**src/bcc_pkg.sv**
```systemverilog
// Shared constants and types for the block check accumulator
package bcc_pkg;

    // ------------------------------------------------------------
    // Register byte offsets
    // ------------------------------------------------------------
    localparam logic [7:0] ADDR_CTRL = 8'h00;
    localparam logic [7:0] ADDR_CMD = 8'h04;
    localparam logic [7:0] ADDR_CHAR = 8'h08;
    localparam logic [7:0] ADDR_STAT = 8'h0c;
    localparam logic [7:0] ADDR_MASK = 8'h10;
    localparam logic [7:0] ADDR_CHECK = 8'h14;
    localparam logic [7:0] ADDR_CLASS = 8'h18;

    // ------------------------------------------------------------
    // Field positions
    // ------------------------------------------------------------
    localparam int CTRL_POLY_LSB = 0;
    localparam int CTRL_MODE_LSB = 2;
    localparam int CTRL_RX_BIT = 4;
    localparam int CTRL_PAR_EN_BIT = 5;
    localparam int CTRL_PAR_ODD_BIT = 6;
    localparam int CTRL_ESC_LSB = 8;
    localparam int CMD_CLEAR_BIT = 0;
    localparam int CMD_START_BIT = 1;
    localparam int CHAR_PAR_BIT = 8;
    localparam int CLASS_CLS_LSB = 8;
    localparam int CLASS_WE_BIT = 15;
    localparam int STAT_TRANSP_BIT = 4;
    localparam int STAT_ARMED_BIT = 5;
    localparam int STAT_ESC_BIT = 6;
    localparam int STAT_DONE_BIT = 7;
    localparam int FLAG_CRC = 0;
    localparam int FLAG_PAR = 1;
    localparam int FLAG_END = 2;
    localparam int FLAG_SEARCH = 3;
    localparam int NUM_FLAGS = 4;
    localparam int NUM_CODES = 128;

    // ------------------------------------------------------------
    // Reset values and encodings
    // ------------------------------------------------------------
    localparam logic [15:0] CTRL_RESET = 16'h1000;
    localparam logic [3:0] MASK_RESET = 4'h0;
    localparam logic [1:0] POLY_CRC16 = 2'h0;
    localparam logic [1:0] POLY_CRC12 = 2'h1;
    localparam logic [1:0] POLY_LRC8 = 2'h2;
    localparam logic [15:0] GEN_CRC16 = 16'ha001;
    localparam logic [15:0] GEN_CRC12 = 16'h0f01;
    localparam logic [1:0] CHECK_CHARS_CRC = 2'h2;
    localparam logic [1:0] CHECK_CHARS_LRC = 2'h1;

    typedef enum logic [1:0] {
        cls_normal, cls_sync, cls_block_end, cls_second_search
    } char_class_t;

    typedef enum logic [1:0] {
        mode_normal, mode_transparent, mode_automatic, mode_single
    } accum_mode_t;

    typedef enum logic [1:0] {
        st_text, st_check, st_done
    } block_state_t;

endpackage : bcc_pkg

```
**src/class_if.sv**
```systemverilog
// Carrier between the accumulator and its character class store
`timescale 1ns/1ps
interface class_if;
    import bcc_pkg::*;
    logic wr_en;
    logic [6:0] wr_idx;
    char_class_t wr_class;
    logic [6:0] lk_idx;
    char_class_t lk_class;
    logic [6:0] rd_idx;
    char_class_t rd_class;
    modport store (input wr_en, input wr_idx, input wr_class, input lk_idx, input rd_idx,
                   output lk_class, output rd_class);
    modport user (output wr_en, output wr_idx, output wr_class, output lk_idx,
                  output rd_idx, input lk_class, input rd_class);
endinterface : class_if

```
**src/char_class_store.sv**
```systemverilog
// Per-code character class table, one flip-flop pair per code
`timescale 1ns/1ps
module char_class_store (
    input wire logic i_clk_sys,
    input wire logic i_rst_b,
    input wire logic i_ce,
    class_if.store cif
);
    import bcc_pkg::*;

    char_class_t table_r [NUM_CODES];

    // ------------------------------------------------------------
    // Entries
    // ------------------------------------------------------------
    for (genvar g = 0; g < NUM_CODES; g++) begin : g_entry
        always_ff @(posedge i_clk_sys or negedge i_rst_b) begin
            if (!i_rst_b) begin
                table_r[g] <= cls_normal;
            end else if (i_ce && cif.wr_en && cif.wr_idx == 7'(g)) begin
                table_r[g] <= cif.wr_class;
            end
        end
    end

    assign cif.lk_class = table_r[cif.lk_idx];
    assign cif.rd_class = table_r[cif.rd_idx];

endmodule : char_class_store

```
**src/bcc_accumulator.sv**
```systemverilog
// Block check accumulator with character classes and register slave
//
// The register offsets and the AHB-Lite register port were decided locally.
`timescale 1ns/1ps

// Overview of operation
// - Escape then second-search start enters transparent framing
// - Transparent: unescaped control characters count as data
// - Check character follows the block terminator
// - Sync-class characters excluded from check in normal mode
// - Transparent: escape of escape pair excluded
// - Polynomial selectable: CRC-16, CRC-12, LONGITUDINAL_CHECK-8
// - Four maskable conditions on one open-drain request
// - Every character mapped to one of four classes
// - Class store holds 128 character codes
// - Sync class kept out in normal mode
// - Terminator class raises terminator-detected condition
// - Second-search class detected only after escape
// - Normal mode accumulates all but sync class
// - Transparent mode drops first escape of pair
// - Automatic mode accumulates every character
// - Parity checked on every passing character
// - One character per clock, well above 500k/s
module bcc_accumulator (
    input wire logic i_clk_sys,
    input wire logic i_rst_b,
    input wire logic i_ce,
    input wire logic i_hsel,
    input wire logic [31:0] i_haddr,
    input wire logic [1:0] i_htrans,
    input wire logic i_hwrite,
    input wire logic [2:0] i_hsize,
    input wire logic [31:0] i_hwdata,
    input wire logic i_hready,
    output logic o_hreadyout,
    output logic [31:0] o_hrdata,
    output logic o_hresp,
    input wire logic i_char_valid,
    input wire logic [7:0] i_char_data,
    input wire logic i_char_par,
    output logic o_char_ready,
    output logic [15:0] o_block_check_char,
    output logic o_irq_o,
    output logic o_irq_oe
);
    import bcc_pkg::*;

    // ------------------------------------------------------------
    // Check folding
    // ------------------------------------------------------------
    function automatic logic [15:0] fold(input logic [15:0] acc, input logic [7:0] c,
                                         input logic [1:0] poly);
        logic [15:0] a;
        logic [15:0] gen;
        logic fb;
        a = acc;
        gen = (poly == POLY_CRC12) ? GEN_CRC12 : GEN_CRC16;
        if (poly == POLY_LRC8) begin
            a = {8'h00, a[7:0] ^ c};
        end else begin
            for (int i = 0; i < 8; i++) begin
                fb = a[0] ^ c[i];
                a = a >> 1;
                if (fb) begin
                    a = a ^ gen;
                end
            end
        end
        return a;
    endfunction : fold

    // ------------------------------------------------------------
    // State
    // ------------------------------------------------------------
    logic [15:0] ctrl_r;
    logic [3:0] mask_r;
    logic [3:0] flags_r;
    logic [15:0] acc_r;
    logic [15:0] acc_nxt;
    logic esc_pend_r;
    logic in_transp_r;
    logic armed_r;
    logic [1:0] chk_cnt_r;
    logic [6:0] class_sel_r;
    block_state_t state_r;
    logic wr_pend_r;
    logic [7:0] addr_r;
    logic [31:0] hrdata_r;

    class_if cif ();

    char_class_store u_store (
        .i_clk_sys(i_clk_sys),
        .i_rst_b(i_rst_b),
        .i_ce(i_ce),
        .cif(cif)
    );

    // ------------------------------------------------------------
    // Bus decode
    // ------------------------------------------------------------
    logic addr_phase;
    logic wr_ctrl;
    logic wr_cmd;
    logic wr_stat;
    logic wr_mask;
    logic wr_class;
    logic bus_char;

    assign addr_phase = i_ce && i_hsel && i_hready && i_htrans[1];
    assign wr_ctrl = i_ce && wr_pend_r && addr_r == ADDR_CTRL;
    assign wr_cmd = i_ce && wr_pend_r && addr_r == ADDR_CMD;
    assign bus_char = i_ce && wr_pend_r && addr_r == ADDR_CHAR;
    assign wr_stat = i_ce && wr_pend_r && addr_r == ADDR_STAT;
    assign wr_mask = i_ce && wr_pend_r && addr_r == ADDR_MASK;
    assign wr_class = i_ce && wr_pend_r && addr_r == ADDR_CLASS;

    // Frozen clock enable also holds the data phase
    assign o_hreadyout = i_ce;
    assign o_hresp = 1'b0;
    assign o_hrdata = hrdata_r;

    always_ff @(posedge i_clk_sys or negedge i_rst_b) begin
        if (!i_rst_b) begin
            wr_pend_r <= 1'b0;
            addr_r <= 8'h00;
        end else if (i_ce) begin
            wr_pend_r <= addr_phase && i_hwrite;
            addr_r <= i_haddr[7:0];
        end
    end

    // ------------------------------------------------------------
    // Character source
    // ------------------------------------------------------------
    // Bus write to the character register wins; the port waits a cycle
    logic char_go;
    logic [7:0] cdat;
    logic cpar;
    char_class_t cls;
    accum_mode_t mode;
    logic [1:0] poly;
    logic [7:0] esc_code;
    logic is_esc;
    logic par_bad;
    logic end_hit;
    logic search_hit;
    logic clear_cmd;
    logic check_last;

    assign o_char_ready = i_ce && !bus_char;
    assign char_go = bus_char || (i_char_valid && o_char_ready);
    assign cdat = bus_char ? i_hwdata[7:0] : i_char_data;
    assign cpar = bus_char ? i_hwdata[CHAR_PAR_BIT] : i_char_par;
    assign poly = ctrl_r[CTRL_POLY_LSB +: 2];
    assign mode = accum_mode_t'(ctrl_r[CTRL_MODE_LSB +: 2]);
    assign esc_code = ctrl_r[CTRL_ESC_LSB +: 8];
    assign is_esc = cdat == esc_code;
    assign clear_cmd = wr_cmd && i_hwdata[CMD_CLEAR_BIT];

    assign cif.lk_idx = cdat[6:0];
    assign cls = cif.lk_class;
    assign cif.wr_en = wr_class && i_hwdata[CLASS_WE_BIT];
    assign cif.wr_idx = i_hwdata[6:0];
    assign cif.wr_class = char_class_t'(i_hwdata[CLASS_CLS_LSB +: 2]);
    assign cif.rd_idx = class_sel_r;

    // Parity over data and parity bit
    assign par_bad = char_go && ctrl_r[CTRL_PAR_EN_BIT] &&
                     ((^{cdat, cpar}) != ctrl_r[CTRL_PAR_ODD_BIT]);

    // Terminator must be escaped inside transparent text
    assign end_hit = char_go && state_r == st_text && cls == cls_block_end &&
                     (!in_transp_r || esc_pend_r);
    assign search_hit = char_go && state_r == st_text && cls == cls_second_search &&
                        esc_pend_r;

    assign check_last = state_r == st_check &&
        chk_cnt_r == ((poly == POLY_LRC8) ? CHECK_CHARS_LRC : CHECK_CHARS_CRC) - 2'h1;

    // ------------------------------------------------------------
    // Accumulation decision
    // ------------------------------------------------------------
    // Whole character folds in one cycle: 80 chars per 500k/s slot
    always_comb begin
        acc_nxt = acc_r;
        if (char_go && state_r == st_check) begin
            acc_nxt = fold(acc_r, cdat, poly);
        end else if (char_go && state_r == st_text) begin
            unique case (mode)
                mode_normal: begin
                    if (cls != cls_sync) begin
                        acc_nxt = fold(acc_r, cdat, poly);
                    end
                end
                mode_transparent: begin
                    if (esc_pend_r && cls == cls_sync) begin
                        acc_nxt = fold(fold(acc_r, esc_code, poly), cdat, poly);
                    end else if (esc_pend_r || !is_esc) begin
                        acc_nxt = fold(acc_r, cdat, poly);
                    end
                end
                mode_automatic: begin
                    acc_nxt = fold(acc_r, cdat, poly);
                end
                mode_single: begin
                    if (armed_r) begin
                        acc_nxt = fold(acc_r, cdat, poly);
                    end
                end
            endcase
        end
    end

    // ------------------------------------------------------------
    // Accumulator and block sequencing
    // ------------------------------------------------------------
    always_ff @(posedge i_clk_sys or negedge i_rst_b) begin
        if (!i_rst_b) begin
            acc_r <= 16'h0000;
        end else if (i_ce) begin
            if (clear_cmd) begin
                acc_r <= 16'h0000;
            end else begin
                acc_r <= acc_nxt;
            end
        end
    end

    always_ff @(posedge i_clk_sys or negedge i_rst_b) begin
        if (!i_rst_b) begin
            state_r <= st_text;
            chk_cnt_r <= 2'h0;
        end else if (i_ce) begin
            if (clear_cmd) begin
                state_r <= st_text;
                chk_cnt_r <= 2'h0;
            end else if (end_hit) begin
                // Check characters follow the terminator directly
                state_r <= ctrl_r[CTRL_RX_BIT] ? st_check : st_done;
                chk_cnt_r <= 2'h0;
            end else if (char_go && state_r == st_check) begin
                chk_cnt_r <= chk_cnt_r + 2'h1;
                if (check_last) begin
                    state_r <= st_done;
                end
            end
        end
    end

    // Odd run of escapes marks the next character as escaped
    always_ff @(posedge i_clk_sys or negedge i_rst_b) begin
        if (!i_rst_b) begin
            esc_pend_r <= 1'b0;
        end else if (i_ce) begin
            if (clear_cmd) begin
                esc_pend_r <= 1'b0;
            end else if (char_go) begin
                esc_pend_r <= !esc_pend_r && is_esc;
            end
        end
    end

    always_ff @(posedge i_clk_sys or negedge i_rst_b) begin
        if (!i_rst_b) begin
            in_transp_r <= 1'b0;
        end else if (i_ce) begin
            if (clear_cmd || end_hit) begin
                in_transp_r <= 1'b0;
            end else if (search_hit) begin
                in_transp_r <= 1'b1;
            end
        end
    end

    // Start command arms one character; a new arm wins over consumption
    always_ff @(posedge i_clk_sys or negedge i_rst_b) begin
        if (!i_rst_b) begin
            armed_r <= 1'b0;
        end else if (i_ce) begin
            if (wr_cmd && i_hwdata[CMD_START_BIT]) begin
                armed_r <= 1'b1;
            end else if (char_go) begin
                armed_r <= 1'b0;
            end
        end
    end

    // ------------------------------------------------------------
    // Conditions and request output
    // ------------------------------------------------------------
    logic [3:0] flag_set;

    always_comb begin
        flag_set = 4'h0;
        flag_set[FLAG_CRC] = char_go && check_last && acc_nxt != 16'h0000;
        flag_set[FLAG_PAR] = par_bad;
        flag_set[FLAG_END] = end_hit;
        flag_set[FLAG_SEARCH] = search_hit;
    end

    // Write one to clear; a new event in the same cycle survives
    always_ff @(posedge i_clk_sys or negedge i_rst_b) begin
        if (!i_rst_b) begin
            flags_r <= 4'h0;
        end else if (i_ce) begin
            flags_r <= (flags_r & ~(wr_stat ? i_hwdata[3:0] : 4'h0)) | flag_set;
        end
    end

    // Open drain: only ever pulls low
    assign o_irq_o = 1'b0;
    assign o_irq_oe = |(flags_r & mask_r);
    assign o_block_check_char = acc_r;

    // ------------------------------------------------------------
    // Configuration registers
    // ------------------------------------------------------------
    always_ff @(posedge i_clk_sys or negedge i_rst_b) begin
        if (!i_rst_b) begin
            ctrl_r <= CTRL_RESET;
        end else if (wr_ctrl) begin
            ctrl_r <= i_hwdata[15:0];
        end
    end

    always_ff @(posedge i_clk_sys or negedge i_rst_b) begin
        if (!i_rst_b) begin
            mask_r <= MASK_RESET;
        end else if (wr_mask) begin
            mask_r <= i_hwdata[NUM_FLAGS-1:0];
        end
    end

    always_ff @(posedge i_clk_sys or negedge i_rst_b) begin
        if (!i_rst_b) begin
            class_sel_r <= 7'h00;
        end else if (wr_class) begin
            class_sel_r <= i_hwdata[6:0];
        end
    end

    // ------------------------------------------------------------
    // Read data
    // ------------------------------------------------------------
    logic [31:0] rd_val;

    always_comb begin
        rd_val = 32'h0000_0000;
        unique case (i_haddr[7:0])
            ADDR_CTRL: rd_val = {16'h0000, ctrl_r};
            ADDR_STAT: begin
                rd_val[3:0] = flags_r;
                rd_val[STAT_TRANSP_BIT] = in_transp_r;
                rd_val[STAT_ARMED_BIT] = armed_r;
                rd_val[STAT_ESC_BIT] = esc_pend_r;
                rd_val[STAT_DONE_BIT] = state_r == st_done;
            end
            ADDR_MASK: rd_val = {28'h0000000, mask_r};
            ADDR_CHECK: rd_val = {16'h0000, acc_r};
            ADDR_CLASS: rd_val = {22'h000000, cif.rd_class, 1'b0, class_sel_r};
            default: rd_val = 32'h0000_0000;
        endcase
    end

    // Sampled at the address phase, shown during the data phase
    always_ff @(posedge i_clk_sys or negedge i_rst_b) begin
        if (!i_rst_b) begin
            hrdata_r <= 32'h0000_0000;
        end else if (addr_phase && !i_hwrite) begin
            hrdata_r <= rd_val;
        end
    end

endmodule : bcc_accumulator

```
**config.mk**
```make
export PLATFORM = sky130hd
export DESIGN_NAME = bcc_accumulator
export DESIGN_NICKNAME = d
export VERILOG_FILES = /design/src/bcc_pkg.sv /design/src/class_if.sv /design/src/char_class_store.sv /design/src/bcc_accumulator.sv
export SDC_FILE = /design/constraint.sdc
export NUM_CORES = 1
export LEC_CHECK = 0
export BUFFER_PORTS_ARGS = -buffer_cell sky130_fd_sc_hd__buf_2
export CAP_MARGIN = 20
export CELL_PAD_IN_SITES_DETAIL_PLACEMENT = 0
export CELL_PAD_IN_SITES_GLOBAL_PLACEMENT = 1
export CORE_MARGIN = 2
export CORE_UTILIZATION = 41
export CTS_CLUSTER_SIZE = 10
export DETAILED_ROUTE_END_ITERATION = 12
export GPL_ROUTABILITY_DRIVEN = 0
export PLACE_DENSITY = 0.71
export SYNTH_ARGS = -nofsm -noshare
export SYNTH_HDL_FRONTEND = slang
export SYNTH_HIERARCHICAL = 1
export SYNTH_SLANG_ARGS = --single-unit
```
**constraint.sdc**
```tcl
create_clock -name i_clk_sys -period 6.4 [get_ports i_clk_sys]
set_clock_uncertainty 0.2 [all_clocks]
set_input_delay 0.64 -clock i_clk_sys [delete_from_list [all_inputs] [get_ports i_clk_sys]]
set_output_delay 0.64 -clock i_clk_sys [all_outputs]
set_load 0.005 [all_outputs]
```
[Word-level counts from Yosys, hierarchy flattened]
Cells that the tools add are included.
Word-level totals
  register bits: 351
  bits in latches: 0
  memory bits (writable): 0
  memory bits (read-only): 0
  input port bits: 85
  output and inout port bits: 53
  memories kept: 0
Operators by class
  add/subtract/negate cells: 2
  multiply operators: 0
  div/mod/pow operators: 0
  order comparisons: 2
  equality and inequality tests: 150
  shifts and indexed selects: 0
  multiplexer cells: 318
  bitwise gates (word level): 112
  reduce and logical (&&, ||, !) cells: 186
Operator list (count)
  16-bit 2-to-1 mux: 291
  15-bit by 16-bit bitwise XOR with 16-bit output: 51
  7-bit equality test (second input constant): 64
  7-bit by 6-bit equality test with 1-bit output (second input constant): 32
  1-bit logical AND: 159
  7-bit by 5-bit equality test with 1-bit output (second input constant): 16
  16-bit one-hot mux with 4 select lines: 1
  7-bit by 4-bit equality test with 1-bit output (second input constant): 8
  1-bit bitwise XOR: 52
  8-bit by 5-bit equality test with 1-bit output (second input constant): 5
  8-bit one-hot mux with 5 select lines: 1
  2-bit binary-select mux with 7-bit select: 2
  7-bit by 3-bit equality test with 1-bit output (second input constant): 4
  2-bit 2-to-1 mux: 13
  8-bit by 4-bit equality test with 1-bit output (second input constant): 3
  8-bit one-hot mux with 3 select lines: 1
  8-bit bitwise XOR: 3
  8-bit greater-or-equal comparator (second input constant): 2
  8-bit logical NOT: 2
  7-bit inverter with 8-bit output: 2
  16-bit nonzero test: 1
  7-bit by 2-bit equality test with 1-bit output (second input constant): 2
  2-bit equality test (second input constant): 6
  9-bit parity: 1
  24 further kinds: 48

[Logic depth before layout (Yosys ltp)]
Gate-level depths: netlist of the first run.
  depth after elaboration: 121
  depth in mapped cells: 27

[Cells and area by module]
Netlist of the first run, hierarchy kept.
Modules (own cells, without submodules)
  char_class_store: times used 1, cells an instance 1070, area an instance 14448.9 sq um, sequential area each 6406.1 sq um
  bcc_accumulator: times used 1, cells an instance 943, area an instance 7787.5 sq um, sequential area each 1978.1 sq um

[Least setup slack after synthesis of the first run]
No wires, ideal clock.
  kind: input -> register
  start point: input i_ce
  end point: register flags_r[0]
  library setup time: 0.144 ns
  arrival: 6.371 ns
  data required time: 6.056 ns
  slack: -0.315 ns
  cell stages on the path: 25
  path buffers: 6
  cells stage by stage: buf_2 and3b_1 buf_2 nand3_4 buf_1 mux2i_1 inv_1 buf_6 buf_12 mux4_1 mux4_2 o22ai_1 nor3_1 or4_1 nand2b_1 clkbuf_1 nor2_1 nor2_1 a31o_2 a22o_1 a21oi_1 nand3_1 or4bb_1 nor4_1 a41oi_1
RTL lines
  from (decl): line bcc_accumulator.sv:27  | input wire logic i_ce,
  1-bit logical AND * (2 in series): line bcc_accumulator.sv:113  | assign bus_char = i_ce && wr_pend_r && addr_r == ADDR_CHAR;
  8-bit 2-to-1 mux *: line bcc_accumulator.sv:153  | assign cdat = bus_char ? i_hwdata[7:0] : i_char_data;
  via cdat[0]: line bcc_accumulator.sv:138  | logic [7:0] cdat;
  7-bit inverter with 8-bit output (implied by the code) *: line char_class_store.sv:26  | assign cif.lk_class = table_r[cif.lk_idx];
  2-bit binary-select mux with 7-bit select *: line char_class_store.sv:26
  2-bit 2-to-1 mux (implied by the code) * (2 in series): line char_class_store.sv:26
  via cif.lk_class[1]: line class_if.sv:9  | char_class_t lk_class;
  2-bit by 1-bit equality test with 1-bit output: line bcc_accumulator.sv:197  | if (esc_pend_r && cls == cls_sync) begin
  1-bit logical AND: line bcc_accumulator.sv:197
  16-bit 2-to-1 mux: line bcc_accumulator.sv:197
  16-bit one-hot mux with 4 select lines *: line bcc_accumulator.sv:190  | unique case (mode)
  16-bit 2-to-1 mux *: line bcc_accumulator.sv:189  | end else if (char_go && state_r == st_text) begin
  16-bit 2-to-1 mux *: line bcc_accumulator.sv:187  | if (char_go && state_r == st_check) begin
  16-bit nonzero test *: line bcc_accumulator.sv:296  | flag_set[FLAG_CRC] = char_go && check_last && acc_nxt != 16'h0000;
  1-bit logical AND *: line bcc_accumulator.sv:296
  4-bit OR *: line bcc_accumulator.sv:307  | flags_r <= (flags_r & ~(wr_stat ? i_hwdata[3:0] : 4'h0)) | flag_set;
  to (signal assigned): line bcc_accumulator.sv:307
  to (decl): line bcc_accumulator.sv:77  | logic [3:0] flags_r;
Mark *: on every way through the listed nets, which the timed path passes. The rest lies on a longest branch. The select of a mux whose other input is x is not followed.
A chain may end at the register's enable or synchronous reset.

[Worst setup path in the final report of the first run]
  start point: register addr_r[0]
  end point: register flags_r[0]
RTL lines
  from (decl): line bcc_accumulator.sv:87  | logic [7:0] addr_r;
  from (signal assigned): line bcc_accumulator.sv:129  | addr_r <= i_haddr[7:0];
  8-bit by 4-bit equality test with 1-bit output *: line bcc_accumulator.sv:113
  1-bit logical AND *: line bcc_accumulator.sv:113
  8-bit 2-to-1 mux *: line bcc_accumulator.sv:153
  via cdat[0]: line bcc_accumulator.sv:138
  7-bit inverter with 8-bit output (implied by the code) *: line char_class_store.sv:26
  2-bit binary-select mux with 7-bit select *: line char_class_store.sv:26
  2-bit 2-to-1 mux (implied by the code) * (2 in series): line char_class_store.sv:26
  via cif.lk_class[0]: line class_if.sv:9
  2-bit by 1-bit equality test with 1-bit output: line bcc_accumulator.sv:197
  1-bit logical AND: line bcc_accumulator.sv:197
  16-bit 2-to-1 mux: line bcc_accumulator.sv:197
  16-bit one-hot mux with 4 select lines *: line bcc_accumulator.sv:190
  16-bit 2-to-1 mux *: line bcc_accumulator.sv:189
  16-bit 2-to-1 mux *: line bcc_accumulator.sv:187
  16-bit nonzero test *: line bcc_accumulator.sv:296
  1-bit logical AND *: line bcc_accumulator.sv:296
  4-bit OR *: line bcc_accumulator.sv:307
Marks and branches as above.

==> summary.md, run 1 <==
For this block, the initial DRC count from the detailed router was 1,809. Average vias per placed instance: 6.26. In this run switching power makes up 38.8% of total power.

The total half-perimeter wirelength after legalization and detailed placement is 51,300 µm, and the area growth from synthesis to layout is 10.7%. The synthesized design contains 335 register bits. Clock latency on the worst-skew pair, taken at its later pin, is 0.59 ns. For the utilization after layout, the log shows 45.8%. The tools report the setup slack after layout as 0.304 ns. Yosys attributes the largest share of cell area to sky130_fd_sc_hd__dfrtp_1, sky130_fd_sc_hd__mux2_2, sky130_fd_sc_hd__mux4_2, sky130_fd_sc_hd__mux2i_1, sky130_fd_sc_hd__nor2_1.

In the synthesized netlist the async set-or-reset flop fraction comes to 100%. The number of flops mapped to enable cells by yosys is 0, and the maximum fanout along the worst path is 14. Timing analysis after detailed placement gives a worst setup slack of 0.0694 ns. For hold timing, the worst endpoint is ctrl_r[10]$_DFFE_PN0P_. The tools report the total wire length as 73,100 µm. Cell internal power was estimated by the tool at 0.00514 W. Walking the worst path, the cells encountered are nor4_4 > nand3_4 > mux2i_2 > inv_4 > buf_4 > mux4_1 > mux4_2 > o22ai_1 > nor3_1 > or4_1 > nand2b_1 > buf_4 > nand2_1 > nand2_1 > nor2_1 > o22ai_1 > nand2_1 > o21ai_0 > o211ai_1 > or4bb_1 > nor4_1 > a41oi_1. Setup repair after global routing left no endpoint under its margin. The core region is 53,700 µm². Clock root buffer master: sky130_fd_sc_hd__clkbuf_16.

The placed instance count was 2,689. The min-delay analysis places its worst path in the category in -> reg. The run finished with clean final reports.

Before antenna repair, the detailed router went through 8 iterations. The worst path required time is 6.64 ns. Buffers placed on the I/O ports in this run total 75. By count the netlist is led by sky130_fd_sc_hd__dfrtp_1, sky130_fd_sc_hd__mux2_2, sky130_fd_sc_hd__nor2_1. The multi-input combinational cells in the finished layout cover a total of 13,000 µm².

The die is 237 µm wide. The main flop type after synthesis was sky130_fd_sc_hd__dfrtp_1. For the I/O pin count, the log shows 138.

The routed layout has 17,300 vias. Distinct cell type count of the synthesized netlist: 90. Number of nets in the layout: 2,124. The tools report the startpoint of the most critical hold path as i_hwdata[10].

In the finished design, the share of the clock period the worst path needs comes to 95.2%. Maximum number of pins on one net before global-route repair: 113. The tools report the proportion of power drawn by combinational gates as 43.1%. The clock period minus worst slack came out at 6.10 ns. Capturing point of the worst reg2reg path: flags_r[0]$_DFFE_PN0P_. For this run, the slowest stage of the critical path takes 0.66 ns.

Counting stages on the worst path, the most repeated cell is sky130_fd_sc_hd__nand2_1. The share of total power dissipated in the clock network is 27.4%. Dividing total power by cell area gives a power density of 341 nW/µm². The startpoint of the worst register-to-register path is addr_r[0]$_DFFE_PN0P_.

VDD sags by at most 0.419 mV. The logs give 0 for the number of hold violations in the final report and 29.4% for the sequential cell fraction of total power. Cell with the most instances after synthesis: sky130_fd_sc_hd__dfrtp_1.

The count of final setup violators was 0; the H-tree depth reported by CTS was 2. For the leakage power total, the log shows 10.8 nW. STA classifies the critical path endpoint as a flip-flop. Yosys printed 6 warnings. The category of the critical setup timing path is reg -> reg. The number of buffers and inverters on the critical path is 3. The die extent in y is 237 µm, and the number of global-route vias before repair is 17,400.

The sequential element share of the synthesized area is 37.7%, and the register-to-register setup slack is 0.30 ns. The headroom to the max-slew limit is 27.6%. The effective utilization at floorplan was 41.4%; the post-synthesis cell area was 22,200 µm².

Synthesis produced 2,013 cells. The slowest cell on the critical path is sky130_fd_sc_hd__or4_1. The run gives 0 as the count of unresolved DRC violations after routing.

Buffers added to address setup during post-CTS repair amount to 0. Arrival time at the worst endpoint: 6.33 ns. The site row count was 85. The largest delay contributor family on the critical path was simple AND/OR/NAND/NOR gates. For the final number of max-transition violations, the log shows 0. Counting along the longest clock path gives a buffer depth of 3.

The routed wire length per instance was 26.5 µm. The max-capacitance violation count was 0. Based on the critical path, the design can be clocked at up to 0.164 GHz. Clock-pin slew was measured on the worst setup and hold paths at 0.06 ns. Global routing used 26.1% of the available tracks across all layers. TritonCTS built the clock tree. The total global routing overflow was 0. The detail route stage leaves a number of antenna-violating nets equal to 0. Of all cell types, the one taking the most synthesized area is sky130_fd_sc_hd__dfrtp_1. The run gives 8390 µm² as the sequential cell area. The worst reg-to-reg path cell count works out to 22. Of the cells placed in the final design, the portion with a size suffix greater than 1 is 31.5%. The non-filler instance count after layout came out at 2,760.

The floorplan step defined a die boundary enclosing 56,100 µm². The worst hold slack was 0.112 ns; the hold path depth was 2. In this run the power spent charging and discharging nets is 0.00326 W.

At the pin with the least slew margin, the transition time is 1.08 ns. Buffers inserted during clock tree synthesis total 43. The layout has 4,953 filler cells. The type of origin of the critical path is a flip-flop. The clock net in this run drives a total of 335 sinks. The synthesized design devotes to its leading area cell type 37.6% of total area. The initial antenna violation count came out at 1.

The average size of a mapped cell was 11.0 µm². The first global-routing pass estimated 111,000 µm of wire. Summed over all failing endpoints, the final setup total negative slack is 0 ns.
-- state kept, by name, indices dropped and copies added (netlist names) --
| name | cells |
|---|---|
| u_store/table_r | 256 |
| ctrl_r | 16 |
| o_block_check_char | 16 |
| o_hrdata | 16 |
| addr_r | 8 |
| cif.rd_idx | 7 |
| flags_r | 4 |
| mask_r | 4 |
| chk_cnt_r | 2 |
| state_r | 2 |
| armed_r | 1 |
| esc_pend_r | 1 |
| in_transp_r | 1 |
| wr_pend_r | 1 |
-- cell usage in the layout (no fill, tap or decap), drive strengths merged, types with 8 or more instances in the layout --
| master | n |
|---|---|
| xnor2 | 78 |
| nor3 | 29 |
| o211ai | 13 |
| nor2b | 30 |
| xor2 | 39 |
| nand2b | 28 |
| conb | 18 |
| clkbuf | 57 |
| a31oi | 10 |
| xnor3 | 9 |
| nand2 | 159 |
| a21o | 10 |
| mux4 | 112 |
| nor4 | 13 |
| dfrtp | 334 |
| o21ai | 82 |
| and2 | 17 |
| nor2 | 168 |
| o22ai | 28 |
| a211oi | 8 |
| buf | 143 |
| nand3 | 24 |
| mux2 | 304 |
| mux2i | 85 |
| a221oi | 12 |
| a22oi | 43 |
| a21oi | 65 |
| inv | 28 |
-- worst reg2reg max path: stages, from the launching register on --
cell and delay (ns):
sky130_fd_sc_hd__dfrtp_1 0.42, sky130_fd_sc_hd__nor4_4 0.41, sky130_fd_sc_hd__nand3_4 0.12, sky130_fd_sc_hd__mux2i_2 0.20
sky130_fd_sc_hd__inv_4 0.24, sky130_fd_sc_hd__buf_4 0.22, sky130_fd_sc_hd__mux4_1 0.59, sky130_fd_sc_hd__mux4_2 0.51
sky130_fd_sc_hd__o22ai_1 0.18, sky130_fd_sc_hd__nor3_1 0.09, sky130_fd_sc_hd__or4_1 0.66, sky130_fd_sc_hd__nand2b_1 0.17
sky130_fd_sc_hd__buf_4 0.19, sky130_fd_sc_hd__nand2_1 0.12, sky130_fd_sc_hd__nand2_1 0.19, sky130_fd_sc_hd__nor2_1 0.09
sky130_fd_sc_hd__o22ai_1 0.19, sky130_fd_sc_hd__nand2_1 0.07, sky130_fd_sc_hd__o21ai_0 0.07, sky130_fd_sc_hd__o211ai_1 0.13
sky130_fd_sc_hd__or4bb_1 0.57, sky130_fd_sc_hd__nor4_1 0.19, sky130_fd_sc_hd__a41oi_1 0.14
-- timing repair --
| item | 4_1_cts | 5_1_grt |
|---|---|---|
| setup endpoints to repair | 0 | 1 |
| hold endpoints to repair | 41 | 0 |
| hold buffers | 1 | 0 |
| gates resized for setup | 0 | 1 |
-- layer usage --
layer	global-route usage (%)	vias up	share of wire [%]
met1	33.1	8809	39
li1	-	7454	-
met5	0	-	0
met3	4.28	200	7.0
met4	13.2	0	5.3
met2	43.4	816	48
-- metrics by stage --
stage / instance area (µm²) / total power [W]
6_report: 24600 / 0.00840
2_1_floorplan: 22300 / 0.00502
3_3_place_gp: 23300 / 0.00599
4_1_cts: 24600 / 0.00837
3_5_place_dp: 23300 / 0.00602
5_1_grt: 24600 / 0.00879
-- worst max path at each step --
| stage | slack (ns) | to | start | cells past startpoint |
|---|---|---|---|---|
| after floorplan | 0.02 | flags_r[0]$_DFFE_PN0P_ | i_ce | 25 |
| after global placement | 0.13 | flags_r[0]$_DFFE_PN0P_ | i_ce | 21 |
| after detailed placement | 0.07 | flags_r[0]$_DFFE_PN0P_ | i_ce | 21 |
| after CTS | 0.27 | flags_r[0]$_DFFE_PN0P_ | addr_r[0]$_DFFE_PN0P_ | 20 |
| after global routing | 0.02 | flags_r[0]$_DFFE_PN0P_ | addr_r[0]$_DFFE_PN0P_ | 20 |
| final | 0.30 | flags_r[0]$_DFFE_PN0P_ | addr_r[0]$_DFFE_PN0P_ | 22 |
-- power groups by stage --
stage / logic, W / clock network (W) / registers [W]
2_1_floorplan: 0.00274 / 0 / 0.00228
3_3_place_gp: 0.00351 / 0 / 0.00249
3_5_place_dp: 0.00353 / 0 / 0.00249
4_1_cts: 0.00354 / 0.00237 / 0.00245
5_1_grt: 0.00385 / 0.00247 / 0.00247
6_report: 0.00362 / 0.00230 / 0.00247
-- area by class of cell --
cell class	count	area share, %
clock inverter	10	0.600
clock buffer	57	4.75
antenna	3	0.0305
multi-input combinational	1488	52.7
inverter	27	0.422
sequential	335	34.1
tap	696	3.54
timing repair buffer	144	3.90
-- kinds of logic (layout without fill, tap and decap cells) --
family,count (synthesis),in the layout,synth area share [%]
multiplexers,501,501,30.8
buffers and inverters,207,238,4.33
flip-flops,335,335,37.7
AO/OA/AOI/OAI,334,334,9.97
other,1,21,0.0169
AND/OR/NAND/NOR,509,509,10.9
XOR/XNOR,126,126,6.26
Power figures use the tool's default switching activity.
==> run 2: changes to the inputs <==
--- a/config.mk
+++ b/config.mk
@@ -15,6 +15,7 @@
 export DETAILED_ROUTE_END_ITERATION = 12
 export GPL_ROUTABILITY_DRIVEN = 0
 export PLACE_DENSITY = 0.71
+export SETUP_SLACK_MARGIN = 0.4
 export SYNTH_ARGS = -nofsm -noshare
 export SYNTH_HDL_FRONTEND = slang
 export SYNTH_HIERARCHICAL = 1
==> summary.md, run 2 (same netlist as run 1, synthesis figures left out) <==
The effective utilization at floorplan came out at 41.4% (unchanged). On the critical path, the stage with the largest delay is an instance of sky130_fd_sc_hd__or4_4. The die extent in y came out at 237 µm (unchanged).

The first-pass detailed-route iteration total came out at 6 (-2). The flow ran to the end, and the final reports show no timing, DRC or antenna violations. The power density over the cells is 336 nW/µm² (-1.4%), and the global-route usage over all layers is 26.0% (-0.16 points). Maximum number of buffers from clock root to sink: 3 (unchanged). Leaving out fill and tap cells, the most frequent cells in the layout are sky130_fd_sc_hd__dfrtp_1, sky130_fd_sc_hd__mux2_2, sky130_fd_sc_hd__nor2_1. The final number of max-transition violations was 0 (unchanged); the placeable core region was 53,700 µm² (unchanged). The cell family contributing the most delay on the critical path is simple AND/OR/NAND/NOR gates. Setup repair after global routing left no endpoint under its margin.

The global-route wire length before repair is 110,000 µm (-0.59%), and the layout cell share with drive strength beyond 1 is 33.0% (+1.5 points). Number of hold violations in the final report: 0 (unchanged). The worst reg-to-reg path cell count is 23 (+4.5%), and the register-to-register setup slack is 0.58 ns (+0.28 ns). The run gives 10.9 nW (+1.1%) as the leakage power total. The fraction of the cycle the final worst path needs works out to 90.9% (-4.3 points). The run gives 0 (unchanged) as the total global routing overflow. STA classifies the critical path startpoint as a flip-flop. The tools report the antenna diode count as 0 (-3). TritonCTS built the clock tree. The remaining antenna violation count after routing is 0 (unchanged). Traced cell by cell, the critical path runs through nor4_4 > buf_4 > nand3_4 > mux2i_4 > clkinv_4 > buf_4 > mux4_1 > mux4_2 > o22ai_2 > nor4_1 > or4_4 > nand2b_4 > nor2_4 > buf_4 > buf_4 > a31oi_1 > buf_4 > a31oi_1 > o21ai_1 > a21oi_2 > or4b_4 > nor4_4 > a41oi_2. The initial antenna violation count was 1 (unchanged); the flip-flop count of the largest register after layout was 256 (unchanged). The logs give 1,597 (-12%) for the starting DRC count in detailed routing and 42 (-2.3%) for the number of clock buffers inserted by TritonCTS. The run gives 6.04 ns (-0.29 ns) as the arrival time at the worst endpoint.

The transition time of the tightest slew-check pin came out at 1.08 ns (-0.00411 ns). The origin of the worst setup path is addr_r[0]$_DFFE_PN0P_. The tools report the source-to-sink clock delay at the later pin of the worst-skew pair as 0.60 ns (about the same). The maximum fanout along the worst path was 8 (-6).

The kind of capture point of the worst setup path is a flip-flop. The largest stage delay on the critical path works out to 0.63 ns (-0.03 ns). The power consumption is 0.00838 W (-0.23%). The setup TNS was 0 ns (unchanged); the site row count was 85 (unchanged).

The I/O pin count was 138 (unchanged). The count of final setup violators is 0 (unchanged), and the count of filler cells inserted in the layout is 4,911 (-0.85%). The library cell used most frequently in the layout, excluding fill and tap cells, is sky130_fd_sc_hd__dfrtp_1. The endpoint identified for the worst register-to-register timing path is flags_r[0]$_DFFE_PN0P_. The buffering stage count on the worst path with inverters included was 6 (+3). The logs give 0.172 GHz (+4.8%) for the achievable clock frequency and 2,142 (+0.85%) for the number of nets in the layout. Kind of path behind the tightest hold check: in -> reg.

The total wire length was 73,700 µm (+0.83%). The startpoint of the worst register-to-register path is addr_r[0]$_DFFE_PN0P_. The tools report the clock root buffer master as sky130_fd_sc_hd__clkbuf_16.

The CTS sink count is 335 (unchanged). The most critical setup path has its endpoint at flags_r[0]$_DFFE_PN0P_. The critical path is of the reg -> reg type. The clock-pin slew of the registers on the worst-case setup and hold paths is 0.06 ns (about the same). The clock period minus worst slack was 5.82 ns (-0.277 ns); the routed wire length per instance was 26.6 µm (+0.36%). The logs give 56,100 µm² (unchanged) for the area of the die and 0 (unchanged) for the count of unresolved DRC violations after routing. The H-tree depth reported by CTS was 2 (unchanged); the die extent in x was 237 µm (unchanged).

The tools report the total half-perimeter wirelength after legalization and detailed placement as 51,100 µm (-0.31%). Number of buffers added on ports: 75 (unchanged). Area growth from synthesis to layout: 12.0%.

The run gives 98 (-13%) as the maximum number of pins on one net before global-route repair. Counting flops per register, the top entry is u_store/table_r. The worst path required time was 6.62 ns (-0.02 ns).

For the headroom to the max-slew limit, the log shows 27.9% (+0.27 points). The tools report the max-capacitance violation count as 0 (unchanged). The average vias per placed instance works out to 6.25 (-0.11%).

For the maximum resistive drop on vdd, the log shows 0.426 mV (+1.7%). Among the stages of the critical path, the cell type that occurs most often is sky130_fd_sc_hd__buf_4. The total number of vias was 17,300 (+0.36%); the number of cells on the critical path was 23 (+4.5%).

The number of global-route vias before repair was 17,300 (-0.33%).
==> run 2: what timing repair did <==
item,4_1_cts,5_1_grt
gates resized for setup,1,31
buffers inserted,1,16
endpoints found under the setup margin,1,1
pin swaps,1,13
hold buffers,1,0
hold endpoints to repair,80,0
gates cloned,0,3
==> run 2: worst min-delay path by stage <==
| stage | cells after the start | slack, ns | startpoint | endpoint |
|---|---|---|---|---|
| 4_1_cts | 2 | 0.12 | i_haddr[5] | addr_r[5]$_DFFE_PN0P_ |
| 3_3_place_gp | 2 | 0.27 | o_hrdata[12]$_DFFE_PN0P_ | o_hrdata[12]$_DFFE_PN0P_ |
| 2_1_floorplan | 0 | 0.14 | i_rst_b | addr_r[0]$_DFFE_PN0P_ |
| 5_1_grt | 2 | 0.13 | i_hwdata[11] | ctrl_r[11]$_DFFE_PN0P_ |
| 6_report | 2 | 0.13 | i_hwdata[10] | ctrl_r[10]$_DFFE_PN0P_ |
| 3_5_place_dp | 1 | 0.27 | o_hrdata[6]$_DFFE_PN0P_ | o_hrdata[6]$_DFFE_PN0P_ |
==> run 2: where the power goes <==
group	leakage [nW]	internal [W]	switching [W]	total [W]
Combinational	5.69	0.00162	0.00211	0.00373
Sequential	4.61	0.00219	0.000253	0.00244
Clock	0.609	0.00127	0.000936	0.00221
Total	10.9	0.00508	0.00330	0.00838
==> run 2: area by class of cell <==
cell class	instances	area [µm²]	area share, %
clock buffers	55	1120	4.50
clock inverters	9	135	0.542
inverters	27	106	0.427
multi-input cells	1488	13100	52.6
flip-flops and latches	335	8390	33.7
well taps	696	871	3.50
repair buffers	163	1190	4.78
==> run 2: per-layer routing <==
| layer | global-route usage [%] | vias to the layer above | share of wire [%] |
|---|---|---|---|
| met3 | 3.87 | 187 | 6.9 |
| met1 | 33.0 | 8884 | 39 |
| li1 | - | 7471 | - |
| met2 | 43.5 | 799 | 49 |
| met5 | 0 | - | 0 |
| met4 | 12.6 | 0 | 5.1 |
==> run 2: through the flow <==
stage	instance area, µm²	setup slack, ns	instances	hold WS [ns]	utilization [%]
after floorplan	22400	0.386	2030	0.144	-
after global placement	23300	0.178	2687	0.266	43.4
after detailed placement	23300	0.0876	2687	0.269	43.4
after CTS	24600	0.421	2753	0.116	45.8
after global routing	24900	0.378	2773	0.133	46.4
final	24900	0.581	2773	0.133	46.4
==> run 2: worst register-to-register path, stage by stage, from the launching register on <==
cell and delay (ns):
sky130_fd_sc_hd__dfrtp_1 0.41, sky130_fd_sc_hd__nor4_4 0.26, sky130_fd_sc_hd__buf_4 0.19, sky130_fd_sc_hd__nand3_4 0.11
sky130_fd_sc_hd__mux2i_4 0.22, sky130_fd_sc_hd__clkinv_4 0.14, sky130_fd_sc_hd__buf_4 0.14, sky130_fd_sc_hd__mux4_1 0.57
sky130_fd_sc_hd__mux4_2 0.51, sky130_fd_sc_hd__o22ai_2 0.14, sky130_fd_sc_hd__nor4_1 0.08, sky130_fd_sc_hd__or4_4 0.63
sky130_fd_sc_hd__nand2b_4 0.12, sky130_fd_sc_hd__nor2_4 0.05, sky130_fd_sc_hd__buf_4 0.14, sky130_fd_sc_hd__buf_4 0.12
sky130_fd_sc_hd__a31oi_1 0.16, sky130_fd_sc_hd__buf_4 0.16, sky130_fd_sc_hd__a31oi_1 0.07, sky130_fd_sc_hd__o21ai_1 0.15
sky130_fd_sc_hd__a21oi_2 0.11, sky130_fd_sc_hd__or4b_4 0.56, sky130_fd_sc_hd__nor4_4 0.33, sky130_fd_sc_hd__a41oi_2 0.14
==> run 3: changes to the inputs <==
--- a/config.mk
+++ b/config.mk
@@ -14,7 +14,7 @@
 export CTS_CLUSTER_SIZE = 10
 export DETAILED_ROUTE_END_ITERATION = 12
 export GPL_ROUTABILITY_DRIVEN = 0
-export PLACE_DENSITY = 0.71
+export PLACE_DENSITY_LB_ADDON = 0.12
 export SETUP_SLACK_MARGIN = 0.4
 export SYNTH_ARGS = -nofsm -noshare
 export SYNTH_HDL_FRONTEND = slang
==> summary.md, run 3 (same netlist as run 1, synthesis figures left out) <==
For the effective utilization at floorplan, the log shows 41.4% (unchanged). Area of the die: 56,100 µm² (unchanged). Setup repair after global routing could not meet its margin everywhere. Internal portion of total power: 0.00510 W (+0.42%).

The layout cell share with drive strength beyond 1 came out at 33.0% (unchanged). For the count of final setup violators, the log shows 0 (unchanged). The most critical setup path has its endpoint at flags_r[0]$_DFFE_PN0P_.

The number of clock buffers inserted by TritonCTS is 42 (unchanged), and the die extent in y is 237 µm (unchanged). The fraction of the cycle the final worst path needs is 93.3% (+2.4 points). The register containing the most flip-flops in the final layout was u_store/table_r. The clock-pin slew of the registers on the worst-case setup and hold paths was 0.05 ns (about the same); the sequential cell fraction of total power was 29.2% (about the same). The arrival time at the worst endpoint is 6.18 ns (+0.14 ns). The highest metal layer used by the detailed router was met4. Transition time of the tightest slew-check pin: 1.23 ns (+0.150 ns). The run finished with clean final reports. The critical path is of the reg -> reg type. The clock period minus worst slack was 5.97 ns (+0.150 ns); the leakage power total was 10.9 nW (about the same).

Routed wire length per instance: 27.0 µm (+1.8%). The worst register-to-register path ends at flags_r[0]$_DFFE_PN0P_. For the final number of max-transition violations, the log shows 0 (unchanged).

The tools report the type of origin of the critical path as a flip-flop. The tools report the site row count as 85 (unchanged). The tools report the maximum resistive drop on vdd as 0.347 mV (-19%).

The global-route wire length before repair is 113,000 µm (+2.6%), and the number of hold violations in the final report is 0 (unchanged). The setup TNS was 0 ns (unchanged). The tools report the number of global-route vias before repair as 17,400 (+0.45%). For the pre-CTS worst setup slack, the log shows 0.0507 ns (-0.0369 ns).

The register-to-register setup slack came out at 0.43 ns (-0.15 ns). The average vias per placed instance works out to 6.17 (-1.4%). The maximum fanout along the worst path is 14 (+6). The tools report the initial antenna violation count as 0 (-1). The run gives 4,966 (+1.1%) as the count of filler cells inserted in the layout. The run gives 0 (unchanged) as the count of unresolved DRC violations after routing. The run gives 0.00321 W (-2.9%) as the net switching power.

Leaving out fill and tap cells, the most frequent cells in the layout are sky130_fd_sc_hd__dfrtp_1, sky130_fd_sc_hd__mux2_2, sky130_fd_sc_hd__nor2_1. For the placeable core region, the log shows 53,700 µm² (unchanged). The worst path required time is 6.61 ns (about the same), and the number of buffers added on ports is 75 (unchanged). For the proportion of power drawn by combinational gates, the log shows 44.4% (-0.2 points). The worst setup path is captured at a flip-flop. The headroom to the max-slew limit is 18.0% (-9.9 points). The routed wire length on met2 was 35,300 µm (-1.4%); the first-pass detailed-route iteration total was 5 (-1). The global-route usage over all layers came out at 26.8% (+0.78 points). The total half-perimeter wirelength after legalization and detailed placement was 52,800 µm (+3.2%); the I/O pin count was 138 (unchanged). The placed instance count came out at 2,705 (+0.67%). The tools report the setup slack after layout as 0.431 ns (-0.150 ns). The tools report the total number of vias as 17,100 (-1.4%). The tools report the source-to-sink clock delay at the later pin of the worst-skew pair as 0.58 ns (-0.02 ns). The origin of the worst setup path is addr_r[0]$_DFFE_PN0P_.

The buffering stage count on the worst path with inverters included came out at 3 (-3). Clock root buffer master: sky130_fd_sc_hd__clkbuf_16. Most frequent cell on the critical path: sky130_fd_sc_hd__nand2_1. The area growth from synthesis to layout was 12.1% (about the same); the power density over the cells was 333 nW/µm² (-0.95%). Non-filler instance count after layout: 2,773 (unchanged). The post-route met1 wirelength was 31,800 µm (+9.9%). Kind of path behind the tightest hold check: in -> reg. The total wire length is 75,000 µm (+1.8%), and the largest stage delay on the critical path is 0.59 ns (-0.04 ns). TritonCTS built the clock tree. Remaining antenna violation count after routing: 0 (unchanged). The worst reg-to-reg path cell count works out to 22 (-4.3%). The tools report the total global routing overflow as 0 (unchanged).

The run gives 335 (unchanged) as the CTS sink count. Die extent in x: 237 µm (unchanged). The tools report the antenna diode count as 0 (unchanged).

Leaving out fill and tap cells, the most frequent cell in the layout is sky130_fd_sc_hd__dfrtp_1. The critical path goes through nor4_4 > nand3_4 > mux2i_4 > clkinv_4 > buf_12 > mux4_1 > mux4_2 > o22ai_2 > nor3_1 > or4_4 > nand2b_4 > buf_4 > nand2_1 > nand2_1 > nor2_1 > o22ai_1 > nand2_1 > o21ai_0 > o211ai_1 > or4bb_4 > nor4_4 > a41oi_2. The run gives 2 (unchanged) as the H-tree depth reported by CTS. The switching power share of the total works out to 38.6% (-0.81 points). Largest delay contributor family on the critical path: simple AND/OR/NAND/NOR gates. Maximum number of buffers from clock root to sink: 3 (unchanged). The run gives 0.168 GHz (-2.5%) as the achievable clock frequency. The maximum number of pins on one net before global-route repair was 126 (+29%); the number of cells on the critical path was 22 (-4.3%). The number of nets in the layout is 2,146 (+0.19%).

The flip-flop count of the largest register after layout was 256 (unchanged). The startpoint identified for the worst register-to-register timing path is addr_r[0]$_DFFE_PN0P_. The slowest cell on the critical path was sky130_fd_sc_hd__mux4_1.

The logs give 26.4% (about the same) for the portion of total power attributed to the clock network and 1,472 (-7.8%) for the starting DRC count in detailed routing. The logs give 0 (unchanged) for the max-capacitance violation count and 4110 µm (-19%) for the met3 wirelength from detailed routing.
==> run 3: stage by stage <==
stage / instance area, µm² / hold WS (ns) / total power, W / utilization [%]
floorplan: 22400 / 0.144 / 0.00503 / -
global placement: 23500 / 0.258 / 0.00605 / 43.7
detailed placement: 23500 / 0.260 / 0.00606 / 43.7
CTS: 24800 / 0.0647 / 0.00831 / 46.1
global route: 24900 / 0.0829 / 0.00871 / 46.4
finish: 24900 / 0.0937 / 0.00830 / 46.4
==> run 3: repair_timing <==
action,in CTS,in global routing
gates cloned,1,2
setup endpoints to repair,1,1
hold endpoints to repair,24,0
pin swaps,4,10
setup buffers,1,3
gates resized for setup,5,22
hold buffers,1,0
==> run 3: how the worst min path moves through the flow <==
stage / from / to / slack, ns / depth (start not counted)
final: i_hwdata[11] / ctrl_r[11]$_DFFE_PN0P_ / 0.09 / 2
after global routing: i_hwdata[11] / ctrl_r[11]$_DFFE_PN0P_ / 0.08 / 2
after CTS: i_hwdata[10] / ctrl_r[10]$_DFFE_PN0P_ / 0.06 / 2
after detailed placement: o_hrdata[4]$_DFFE_PN0P_ / o_hrdata[4]$_DFFE_PN0P_ / 0.26 / 1
after global placement: o_hrdata[6]$_DFFE_PN0P_ / o_hrdata[6]$_DFFE_PN0P_ / 0.26 / 1
after floorplan: i_rst_b / addr_r[0]$_DFFE_PN0P_ / 0.14 / 0
==> run 3: per-layer routing <==
metal	vias up	track usage (%)
met2	626	43.7
met1	8842	35.7
met4	0	12.7
li1	7456	-
met5	-	0
met3	176	3.08
==> run 3: cell type report <==
type	instances	area [µm²]	area share, %
multi-input combinational	1488	13100	52.6
inverter	27	106	0.427
sequential	335	8390	33.7
clock buffer	55	1150	4.62
tap	696	871	3.49
clock inverter	5	78.8	0.316
timing repair buffer	167	1220	4.90
==> run 3: power by group through the flow <==
stage / registers [W] / clock network [W] / logic [W]
2_1_floorplan: 0.00228 / 0 / 0.00275
3_3_place_gp: 0.00245 / 0 / 0.00360
3_5_place_dp: 0.00245 / 0 / 0.00361
4_1_cts: 0.00242 / 0.00225 / 0.00364
5_1_grt: 0.00242 / 0.00234 / 0.00395
6_report: 0.00243 / 0.00219 / 0.00369
